<file path="config.mk">
export PLATFORM = sky130hd
export DESIGN_NAME = cell_protection_fsm
export DESIGN_NICKNAME = d
export VERILOG_FILES = /design/src/core/cpf_pkg.sv /design/src/core/cpf_delay_timer.sv /design/src/core/cell_protection_fsm.sv
export SDC_FILE = /design/constraint.sdc
export NUM_CORES = 1
export LEC_CHECK = 0
export BUFFER_PORTS_ARGS = -buffer_cell sky130_fd_sc_hd__buf_4
export CORE_MARGIN = 5
export CORE_UTILIZATION = 44
export CTS_BUF_LIST = sky130_fd_sc_hd__clkbuf_8
export DETAILED_ROUTE_END_ITERATION = 12
export MAX_ROUTING_LAYER = met4
export SYNTH_ARGS = -nofsm -noshare
export SYNTH_HDL_FRONTEND = slang
export SYNTH_SLANG_ARGS = --single-unit
</file>
<file path="constraint.sdc">
create_clock -name clk_i -period 6.3 [get_ports clk_i]
set_clock_uncertainty 0.2 [all_clocks]
set_input_delay 0.945 -clock clk_i [delete_from_list [all_inputs] [get_ports clk_i]]
set_output_delay 0.945 -clock clk_i [all_outputs]
set_load 0.1 [all_outputs]
</file>
<file path="src/core/cpf_pkg.sv">
// Constants shared by the cell protection state machine and its delay timers.
// Assumes a single 250 MHz clock and comparator results arriving from analog pins.
package cpf_pkg;

	// ------------------------------------------------------------------
	// Clock and delay times
	// ------------------------------------------------------------------
	localparam real CLK_FREQ_HZ     = 250.0e6;
	localparam real OV_DELAY_S      = 1.0;
	localparam real OVR_DELAY_MS    = 16.0;
	localparam real UV_DELAY_MS     = 128.0;
	localparam real UVR_DELAY_MS    = 1.1;
	localparam real DOC_DELAY_MS    = 12.0;
	localparam real DOCR_DELAY_MS   = 4.0;
	localparam real SC_DELAY_US     = 200.0;
	localparam real COC_DELAY_MS    = 16.0;

	localparam int unsigned OV_CYCLES   = int'($floor(OV_DELAY_S * CLK_FREQ_HZ));
	localparam int unsigned OVR_CYCLES  = int'($floor(OVR_DELAY_MS * 1.0e-3 * CLK_FREQ_HZ));
	localparam int unsigned UV_CYCLES   = int'($floor(UV_DELAY_MS * 1.0e-3 * CLK_FREQ_HZ));
	localparam int unsigned UVR_CYCLES  = int'($floor(UVR_DELAY_MS * 1.0e-3 * CLK_FREQ_HZ));
	localparam int unsigned DOC_CYCLES  = int'($floor(DOC_DELAY_MS * 1.0e-3 * CLK_FREQ_HZ));
	localparam int unsigned DOCR_CYCLES = int'($floor(DOCR_DELAY_MS * 1.0e-3 * CLK_FREQ_HZ));
	localparam int unsigned SC_CYCLES   = int'($floor(SC_DELAY_US * 1.0e-6 * CLK_FREQ_HZ));
	localparam int unsigned COC_CYCLES  = int'($floor(COC_DELAY_MS * 1.0e-3 * CLK_FREQ_HZ));

	// ------------------------------------------------------------------
	// Register map
	// ------------------------------------------------------------------
	localparam int          ADDR_W          = 8;
	localparam logic [7:0]  CTRL_OFFSET     = 8'h00;
	localparam logic [7:0]  STATUS_OFFSET   = 8'h04;
	localparam int          CTRL_FORCE_BIT  = 0;
	localparam logic [31:0] CTRL_RESET      = 32'h0000_0000;
	localparam int          STAT_STATE_LSB  = 0;
	localparam int          STAT_CHG_BIT    = 4;
	localparam int          STAT_DCHG_BIT   = 5;
	localparam int          STAT_PDN_BIT    = 6;
	localparam int          STAT_PUP_BIT    = 7;
	localparam int          STAT_BIAS_BIT   = 8;
	localparam int          STAT_COCEN_BIT  = 9;

	// ------------------------------------------------------------------
	// Comparator input vector positions and timer indices
	// ------------------------------------------------------------------
	localparam int NUM_CMP   = 11;
	localparam int CMP_OV    = 0;
	localparam int CMP_OVR   = 1;
	localparam int CMP_UV    = 2;
	localparam int CMP_UVR   = 3;
	localparam int CMP_DOC   = 4;
	localparam int CMP_SC    = 5;
	localparam int CMP_REL   = 6;
	localparam int CMP_COC   = 7;
	localparam int CMP_CHGR  = 8;
	localparam int CMP_LOAD  = 9;
	localparam int CMP_ZERO  = 10;

	localparam int NUM_TMR   = 8;
	localparam int T_OV      = 0;
	localparam int T_OVR     = 1;
	localparam int T_UV      = 2;
	localparam int T_UVR     = 3;
	localparam int T_DOC     = 4;
	localparam int T_DOCR    = 5;
	localparam int T_SC      = 6;
	localparam int T_COC     = 7;

	typedef enum logic [3:0] {
		CPF_NORMAL,
		CPF_OVERCHARGE,
		CPF_OC_SHORT,
		CPF_OVERDISCHARGE,
		CPF_DISCH_OVERCURRENT,
		CPF_SHORT_CIRCUIT,
		CPF_CHG_OVERCURRENT
	} cpf_state_type;

endpackage

</file>
<file path="src/core/cpf_delay_timer.sv">
// Qualification timer: reports expiry once its condition has held for CYCLES clocks.
// Assumes the condition is already synchronous to clk_i.
`timescale 1ns/10ps
`default_nettype none
module cpf_delay_timer
	import cpf_pkg::*;
#(
	parameter int unsigned CYCLES = 32'd16
)
(
	input  wire logic clk_i,
	input  wire logic rst_i,
	input  wire logic cond_i,
	output logic      expired_o
);

	// ------------------------------------------------------------------
	// Counter
	// ------------------------------------------------------------------
	logic [31:0] count_reg;
	logic [31:0] count_next;

	if (CYCLES == 0)
	begin : g_bad
		$error("cpf_delay_timer needs CYCLES of at least one");
	end

	// A dropped condition restarts the count so that glitches never add up.
	always_comb
	begin
		if (!cond_i)
			count_next = 32'h0000_0000;
		else if (count_reg < CYCLES)
			count_next = count_reg + 32'h0000_0001;
		else
			count_next = count_reg;
	end

	always_ff @(posedge clk_i)
	begin
		if (rst_i)
			count_reg <= 32'h0000_0000;
		else
			count_reg <= count_next;
	end

	assign expired_o = cond_i && (count_reg == CYCLES);

endmodule
`default_nettype wire

</file>
<file path="src/core/cell_protection_fsm.sv">
// Protection state machine for one lithium-ion cell driving charge and discharge switches.
// Assumes comparator results arrive asynchronously from analog pins, and a simple
// register port with read data one cycle after the read strobe.
//
// Summary of operation
// - Both switches on while voltage and current stay inside all thresholds.
// - Over-charge held for the over-charge delay turns charge switch off.
// - Leave over-charge on no charger, load current, and timed release voltage.
// - In over-charge only the short-circuit comparator guards discharge.
// - Over-charge short: discharge off, pull-down; recover to over-charge after load gone.
// - Over-discharge held 128 ms turns discharge switch off.
// - After over-discharge enable sense pull-up and shut bias off.
// - Charger re-biases; timed release voltage turns discharge on, back to normal.
// - Charge over-current detection disabled until voltage exceeds over-discharge release.
// - Discharge over-current held for its delay: discharge off, pull-down on.
// - Over-current or short recovers after load gone and timed sense release.
// - Short-circuit level held for its delay: discharge off, pull-down on.
// - Charge over-current held for its delay turns charge switch off.
// - Charge over-current recovers when charger removed; sense release not required.
// - Charge switch forced off while cell is below the zero-volt inhibit level.
// - Over-charge detection delay is 1.0 s.
// - Over-charge release and charge over-current delays are 16.0 ms.
// - Discharge over-current delay 12.0 ms; over-current release delay 4.0 ms.
// - Short-circuit delay 200 us; over-discharge release delay 1.1 ms.
`timescale 1ns/10ps
`default_nettype none
module cell_protection_fsm
	import cpf_pkg::*;
#(
	parameter int unsigned OV_CYC   = OV_CYCLES,
	parameter int unsigned OVR_CYC  = OVR_CYCLES,
	parameter int unsigned UV_CYC   = UV_CYCLES,
	parameter int unsigned UVR_CYC  = UVR_CYCLES,
	parameter int unsigned DOC_CYC  = DOC_CYCLES,
	parameter int unsigned DOCR_CYC = DOCR_CYCLES,
	parameter int unsigned SC_CYC   = SC_CYCLES,
	parameter int unsigned COC_CYC  = COC_CYCLES
)
(
	input  wire logic              clk_i,
	input  wire logic              rst_i,
	input  wire logic              overcharge_det_i,
	input  wire logic              below_overcharge_release_i,
	input  wire logic              overdischarge_det_i,
	input  wire logic              above_overdischarge_release_i,
	input  wire logic              discharge_overcurrent_det_i,
	input  wire logic              short_circuit_det_i,
	input  wire logic              sense_release_i,
	input  wire logic              charge_overcurrent_det_i,
	input  wire logic              charger_present_i,
	input  wire logic              load_present_i,
	input  wire logic              below_zero_volt_inhibit_i,
	input  wire logic [ADDR_W-1:0] reg_addr_i,
	input  wire logic [31:0]       reg_wdata_i,
	input  wire logic              reg_write_i,
	input  wire logic              reg_read_i,
	output logic      [31:0]       reg_rdata_o,
	output logic                   charge_switch_o,
	output logic                   discharge_switch_o,
	output logic                   sense_pulldown_o,
	output logic                   sense_pullup_o,
	output logic                   bias_enable_o
);

	// ------------------------------------------------------------------
	// Input synchronisers
	// ------------------------------------------------------------------
	logic [NUM_CMP-1:0] cmp_raw;
	logic [NUM_CMP-1:0] sync1_reg;
	logic [NUM_CMP-1:0] sync2_reg;

	assign cmp_raw[CMP_OV]   = overcharge_det_i;
	assign cmp_raw[CMP_OVR]  = below_overcharge_release_i;
	assign cmp_raw[CMP_UV]   = overdischarge_det_i;
	assign cmp_raw[CMP_UVR]  = above_overdischarge_release_i;
	assign cmp_raw[CMP_DOC]  = discharge_overcurrent_det_i;
	assign cmp_raw[CMP_SC]   = short_circuit_det_i;
	assign cmp_raw[CMP_REL]  = sense_release_i;
	assign cmp_raw[CMP_COC]  = charge_overcurrent_det_i;
	assign cmp_raw[CMP_CHGR] = charger_present_i;
	assign cmp_raw[CMP_LOAD] = load_present_i;
	assign cmp_raw[CMP_ZERO] = below_zero_volt_inhibit_i;

	always_ff @(posedge clk_i)
	begin
		if (rst_i)
		begin
			sync1_reg <= '0;
			sync2_reg <= '0;
		end
		else
		begin
			sync1_reg <= cmp_raw;
			sync2_reg <= sync1_reg;
		end
	end

	// ------------------------------------------------------------------
	// State, flags and decode helpers
	// ------------------------------------------------------------------
	cpf_state_type state_reg;
	cpf_state_type state_next;
	logic          bias_reg;
	logic          bias_next;
	logic          coc_en_reg;
	logic          coc_en_next;
	logic          force_off_reg;
	logic          force_off_next;

	function automatic logic discharge_blocked(input cpf_state_type s);
		discharge_blocked = (s == CPF_OVERDISCHARGE) || (s == CPF_DISCH_OVERCURRENT) ||
			(s == CPF_SHORT_CIRCUIT) || (s == CPF_OC_SHORT);
	endfunction

	function automatic logic charge_blocked(input cpf_state_type s);
		charge_blocked = (s == CPF_OVERCHARGE) || (s == CPF_OC_SHORT) ||
			(s == CPF_CHG_OVERCURRENT);
	endfunction

	// ------------------------------------------------------------------
	// Delay timers
	// ------------------------------------------------------------------
	localparam int unsigned TMR_CYC [NUM_TMR] = '{OV_CYC, OVR_CYC, UV_CYC, UVR_CYC,
		DOC_CYC, DOCR_CYC, SC_CYC, COC_CYC};

	logic [NUM_TMR-1:0] tmr_cond;
	logic [NUM_TMR-1:0] tmr_exp;
	logic               in_normal;

	assign in_normal        = (state_reg == CPF_NORMAL);
	assign tmr_cond[T_OV]   = in_normal && sync2_reg[CMP_OV];
	assign tmr_cond[T_OVR]  = (state_reg == CPF_OVERCHARGE) && sync2_reg[CMP_OVR];
	assign tmr_cond[T_UV]   = in_normal && sync2_reg[CMP_UV];
	assign tmr_cond[T_UVR]  = (state_reg == CPF_OVERDISCHARGE) && bias_reg &&
		sync2_reg[CMP_UVR];
	// The ordinary over-current comparator is not timed in over-charge.
	assign tmr_cond[T_DOC]  = in_normal && sync2_reg[CMP_DOC];
	assign tmr_cond[T_DOCR] = ((state_reg == CPF_DISCH_OVERCURRENT) ||
		(state_reg == CPF_SHORT_CIRCUIT)) && sync2_reg[CMP_REL];
	assign tmr_cond[T_SC]   = (in_normal || (state_reg == CPF_OVERCHARGE)) &&
		sync2_reg[CMP_SC];
	assign tmr_cond[T_COC]  = in_normal && coc_en_reg && sync2_reg[CMP_COC];

	for (genvar i = 0; i < NUM_TMR; i++)
	begin : g_tmr
		cpf_delay_timer #(
			.CYCLES (TMR_CYC[i])
		) u_timer (
			.clk_i     (clk_i),
			.rst_i     (rst_i),
			.cond_i    (tmr_cond[i]),
			.expired_o (tmr_exp[i])
		);
	end

	// ------------------------------------------------------------------
	// Protection state machine
	// ------------------------------------------------------------------
	// Short circuit outranks slower faults so the fastest shutdown always wins.
	always_comb
	begin
		state_next  = state_reg;
		bias_next   = bias_reg;
		coc_en_next = coc_en_reg;
		case (state_reg)
			CPF_NORMAL:
			begin
				if (tmr_exp[T_SC])
					state_next = CPF_SHORT_CIRCUIT;
				else if (tmr_exp[T_DOC])
					state_next = CPF_DISCH_OVERCURRENT;
				else if (tmr_exp[T_UV])
				begin
					state_next  = CPF_OVERDISCHARGE;
					bias_next   = 1'b0;
					coc_en_next = 1'b0;
				end
				else if (tmr_exp[T_OV])
					state_next = CPF_OVERCHARGE;
				else if (tmr_exp[T_COC])
					state_next = CPF_CHG_OVERCURRENT;
			end
			CPF_OVERCHARGE:
			begin
				if (tmr_exp[T_SC])
					state_next = CPF_OC_SHORT;
				else if (tmr_exp[T_OVR] && !sync2_reg[CMP_CHGR] && sync2_reg[CMP_DOC])
					state_next = CPF_NORMAL;
			end
			CPF_OC_SHORT:
			begin
				if (!sync2_reg[CMP_LOAD] && !sync2_reg[CMP_SC])
					state_next = CPF_OVERCHARGE;
			end
			CPF_OVERDISCHARGE:
			begin
				if (!bias_reg && sync2_reg[CMP_CHGR])
					bias_next = 1'b1;
				if (tmr_exp[T_UVR])
					state_next = CPF_NORMAL;
			end
			CPF_DISCH_OVERCURRENT,
			CPF_SHORT_CIRCUIT:
			begin
				if (tmr_exp[T_DOCR] && !sync2_reg[CMP_LOAD])
					state_next = CPF_NORMAL;
			end
			CPF_CHG_OVERCURRENT:
			begin
				if (!sync2_reg[CMP_CHGR])
					state_next = CPF_NORMAL;
			end
			default:
			begin
				state_next = CPF_NORMAL;
				bias_next  = 1'b1;
			end
		endcase
		if (bias_reg && sync2_reg[CMP_UVR])
			coc_en_next = 1'b1;
	end

	always_ff @(posedge clk_i)
	begin
		if (rst_i)
		begin
			state_reg  <= CPF_NORMAL;
			bias_reg   <= 1'b1;
			coc_en_reg <= 1'b1;
		end
		else
		begin
			state_reg  <= state_next;
			bias_reg   <= bias_next;
			coc_en_reg <= coc_en_next;
		end
	end

	// ------------------------------------------------------------------
	// Switch and sense-pin outputs
	// ------------------------------------------------------------------
	logic chg_next;
	logic dchg_next;
	logic pdn_next;
	logic pup_next;

	always_comb
	begin
		chg_next  = !charge_blocked(state_reg) && !sync2_reg[CMP_ZERO] &&
			!force_off_reg;
		dchg_next = !discharge_blocked(state_reg) && !force_off_reg;
		pdn_next  = (state_reg == CPF_DISCH_OVERCURRENT) ||
			(state_reg == CPF_SHORT_CIRCUIT) || (state_reg == CPF_OC_SHORT);
		pup_next  = (state_reg == CPF_OVERDISCHARGE) && !bias_reg;
	end

	always_ff @(posedge clk_i)
	begin
		if (rst_i)
		begin
			charge_switch_o    <= 1'b0;
			discharge_switch_o <= 1'b0;
			sense_pulldown_o   <= 1'b0;
			sense_pullup_o     <= 1'b0;
			bias_enable_o      <= 1'b1;
		end
		else
		begin
			charge_switch_o    <= chg_next;
			discharge_switch_o <= dchg_next;
			sense_pulldown_o   <= pdn_next;
			sense_pullup_o     <= pup_next;
			bias_enable_o      <= bias_reg;
		end
	end

	// ------------------------------------------------------------------
	// Register port
	// ------------------------------------------------------------------
	// The force bit is a software kill switch; it never alters the fault state.
	logic [31:0] rdata_next;
	logic [31:0] status_word;

	always_comb
	begin
		status_word = 32'h0000_0000;
		status_word[STAT_STATE_LSB +: 4] = state_reg;
		status_word[STAT_CHG_BIT]        = charge_switch_o;
		status_word[STAT_DCHG_BIT]       = discharge_switch_o;
		status_word[STAT_PDN_BIT]        = sense_pulldown_o;
		status_word[STAT_PUP_BIT]        = sense_pullup_o;
		status_word[STAT_BIAS_BIT]       = bias_reg;
		status_word[STAT_COCEN_BIT]      = coc_en_reg;
		force_off_next = force_off_reg;
		if (reg_write_i && (reg_addr_i == CTRL_OFFSET))
			force_off_next = reg_wdata_i[CTRL_FORCE_BIT];
		rdata_next = 32'h0000_0000;
		if (reg_read_i)
		begin
			case (reg_addr_i)
				CTRL_OFFSET:   rdata_next = {31'h0000_0000, force_off_reg};
				STATUS_OFFSET: rdata_next = status_word;
				default:       rdata_next = 32'h0000_0000;
			endcase
		end
	end

	always_ff @(posedge clk_i)
	begin
		if (rst_i)
		begin
			force_off_reg <= CTRL_RESET[CTRL_FORCE_BIT];
			reg_rdata_o   <= 32'h0000_0000;
		end
		else
		begin
			force_off_reg <= force_off_next;
			reg_rdata_o   <= rdata_next;
		end
	end

endmodule
`default_nettype wire

</file>
==> out/summary.log <==
qor: run_status.outcome finished clean
qor: finish.layout.filler_cells 2644
qor: pwr.largest_vdd_supply_drop 0.232 mV
qor: setup_path.worst_setup_path_end_kind register
qor: clock_network.clk_latency_worst_skew_pair 0.57 ns
qor: setup_path.startpoint_type register
qor: detailed_routing.drcViolationCount 0
qor: timing.post_route_fraction_of_the_period_consumed_by_the_critical_path 48.7%
qor: finish.final_layout_size_suffix_gt1_share 9.34%
qor: timing.finalHoldViolations 0
qor: timing.final-max-slew-violation-count 0
qor: synthesis.ys_ff_latch 298
qor: detailed_routing.drtPass1Iterations 4
qor: timing.layout_min_cycle_time 3.07 ns
qor: setup_path.timing_worst_setup_path_type register to register
qor: synthesis.post_synth_inst_count 1396
qor: floorplanning.die_area 31800 um^2
qor: global_route.grt_max_degree 39
qor: floorplanning.coreArea 27900 um^2
qor: finish.postLayoutCoreUtil 50.4%
qor: clock_network.cts_buffers 50
qor: detailed_routing.detail_route.wirelength 24800 um
qor: detailed_routing.post_drt_via_cell_ratio 5.08
qor: job.cap_violations 0
qor: global_route.track_usage 16.2%
qor: clock_network.clock-root-buffer sky130_fd_sc_hd__clkbuf_8
qor: floorplanning.pin_count 92
qor: synthesis.synth_ff_type sky130_fd_sc_hd__dfxtp_1
qor: setup_path.worst_ep_required_time 6.55 ns
qor: pwr.pwr_density_cell 290 nW/um^2
qor: finish.multi_input_area 6080 um^2
qor: detailed_routing.routed-via-count 9430
qor: synthesis.post_synth.cell_area_avg 8.92 um^2
qor: synthesis.synth_cell_types 62
qor: floorplanning.initial_core_util 44.7%
qor: timing.report.final.setup_viol 0
qor: detailed_routing.drt_iter0_markers 504
qor: synthesis.syn_area 12500 um^2
qor: pwr.cellLeakagePower 4.98 nW
qor: timing.grt_setup_unrepaired false
qor: global_route.gr-total-overflow 0
qor: clock_network.clkSinkCount 298
qor: timing.worstMarginPinSlew 1.17 ns
qor: setup_path.path_max_fanout 5
qor: clock_network.tritoncts_clock_tree yes
qor: clock_network.clk_path_buf_depth 3
qor: placement.io_buffers 37
qor: finish.layout-area-overhead-vs-synth 12.8%
qor: synthesis.synth_enable_flop_cells 0
qor: finish.sequential_cell_area 5970 um^2
qor: synthesis.fraction_of_synthesis_flops_using_an_asynchronous_set_or_reset_pin 0%
qor: clock_network.post_cts_resize_count 0
qor: floorplanning.x_dimension_of_the_die 178 um
qor: clock_network.htree_levels 2
qor: min_path.holdCritPathClass register to register
qor: finish.finish.net_count 1509
qor: timing.slew_headroom 21.7%
qor: timing.max_freq 326 MHz
qor: global_route.vias_in_the_first_global_route 8934
qor: synthesis.seq_area_frac_synth 47.9%
qor: finish.post_layout_nonfiller_instances 1855
qor: detailed_routing.detail-route-antenna-nets 0
qor: finish.insertedDiodeCount 0
qor: clock_network.cts-hold-fix-buffers 0
qor: detailed_routing.route.detailed.wl_per_inst 13.4 um
qor: synthesis.synth_warnings 0
qor: floorplanning.die_height 178 um
qor: finish.largest_register_ffs 256
qor: global_route.initial_antenna_violation_count 0
qor: floorplanning.std_cell_rows 61
qor: timing.fin_setup_tns 0 ns
qor: placement.placed_cells 1765
qor: global_route.grt_first_pass_wirelength 42700 um
qor: placement.globalplace.congestion 0.811
qor: clock_network.clkSlewWorstSetupHoldPaths 0.06 ns
qor: clock_network.post-cts-setup-buffer-count 0
qor: placement.place.detailed.hpwl 16600 um
qor: setup_path.wp_data_arrival 3.32 ns
## path summary, 6_finish.rpt
kind	start	endpoint	slack, ns	depth (start not counted)
setup / recovery	g_tmr[0].u_timer.count_reg[29]$_SDFFE_PP0N_	state_reg[1]$_SDFFE_PP0P_	3.23	7
setup reg to reg	g_tmr[0].u_timer.count_reg[29]$_SDFFE_PP0N_	state_reg[1]$_SDFFE_PP0P_	3.23	7
hold reg to reg	sync1_reg[3]$_SDFF_PP0_	sync2_reg[3]$_SDFF_PP0_	0.23	1
hold / removal	sync1_reg[3]$_SDFF_PP0_	sync2_reg[3]$_SDFF_PP0_	0.23	1
## metrics by stage
step | setup slack, ns | power (mW) | area (um^2) | hold slack [ns]
final | 3.23 | 4.08 | 14100 | 0.233
after global routing | 2.95 | 4.25 | 14100 | 0.249
after CTS | 3.27 | 4.14 | 14100 | 0.235
after detailed placement | 3.28 | 2.30 | 13000 | 0.226
after global placement | 3.29 | 2.29 | 13000 | 0.217
after floorplan | 3.90 | 2.21 | 12500 | 0.214
## routing by layer
layer | vias up | GRT usage, % | routed length [um]
met5 | - | - | 0
met4 | 0 | 4.80 | 492
met3 | 50 | 2.97 | 893
met2 | 130 | 25.1 | 11200
met1 | 4373 | 21.8 | 12200
li1 | 4877 | - | -
## cell type report
cell class | count | share of cell area (%)
clock buffer | 65 | 6.37
clock inverter | 25 | 1.40
inverter | 35 | 0.935
multi-input combinational | 1013 | 43.3
sequential | 298 | 42.5
tap | 378 | 3.37
timing repair buffer | 41 | 2.19
## placed cells by master, fill, tap and decap left out, types with 11 or more instances in the layout
master	count
sky130_fd_sc_hd__xnor2_1	69
sky130_fd_sc_hd__or3_1	30
sky130_fd_sc_hd__nor4b_1	11
sky130_fd_sc_hd__nand2_1	83
sky130_fd_sc_hd__nor2_1	195
sky130_fd_sc_hd__and4_1	19
sky130_fd_sc_hd__and3_1	71
sky130_fd_sc_hd__a21oi_1	39
sky130_fd_sc_hd__nor3_1	46
sky130_fd_sc_hd__and2_1	60
sky130_fd_sc_hd__clkbuf_8	65
sky130_fd_sc_hd__ha_1	15
sky130_fd_sc_hd__nand4_1	50
sky130_fd_sc_hd__xor2_1	65
sky130_fd_sc_hd__nor2b_1	25
sky130_fd_sc_hd__dfxtp_1	298
sky130_fd_sc_hd__o21ai_0	30
sky130_fd_sc_hd__nor4_1	35
sky130_fd_sc_hd__nand3_1	62
sky130_fd_sc_hd__buf_4	41
sky130_fd_sc_hd__conb_1	23
sky130_fd_sc_hd__clkinv_2	11
sky130_fd_sc_hd__inv_1	44
## power breakdown
| part | switching (mW) | internal [mW] |
|---|---|---|
| logic | 0.234 | 0.0795 |
| clock network | 0.772 | 1.05 |
| registers | 0.0330 | 1.91 |
## cell families after synthesis
logic type | after synthesis | synth area share [%]
compound gates | 109 | 5.36
xor+xnor | 134 | 9.42
fa+ha+maj | 15 | 1.51
buf+inv | 107 | 3.98
flops | 298 | 47.9
mux | 5 | 0.402
other cells | 1 | 0.0301
simple gates | 727 | 31.4
## synthesized netlist by cell type (all sizes together) (25+ instances only)
cell type / instances / area (um^2)
dfxtp: 298 / 5970
nor2: 195 / 732
nand2: 83 / 312
and3: 71 / 444
xnor2: 69 / 604
xor2: 65 / 569
nand3: 62 / 310
and2: 60 / 375
nand4: 50 / 313
nor3: 48 / 250
clkbuf: 42 / 158
a21oi: 39 / 195
nor4: 39 / 278
inv: 35 / 131
o21ai: 34 / 170
buf: 30 / 206
or3: 30 / 188
nor2b: 25 / 156
## worst max-delay path, cell delays in order, from the launching register on
cell and delay [ns]:
sky130_fd_sc_hd__dfxtp_1 0.31, sky130_fd_sc_hd__nor4_1 0.69, sky130_fd_sc_hd__nand4_1 0.22, sky130_fd_sc_hd__nor4_1 0.89, sky130_fd_sc_hd__a2111oi_0 0.28, sky130_fd_sc_hd__a21o_1 0.23
sky130_fd_sc_hd__nand3_1 0.07, sky130_fd_sc_hd__o21ai_0 0.07
No activity file was read; power rests on OpenSTA's default activity.
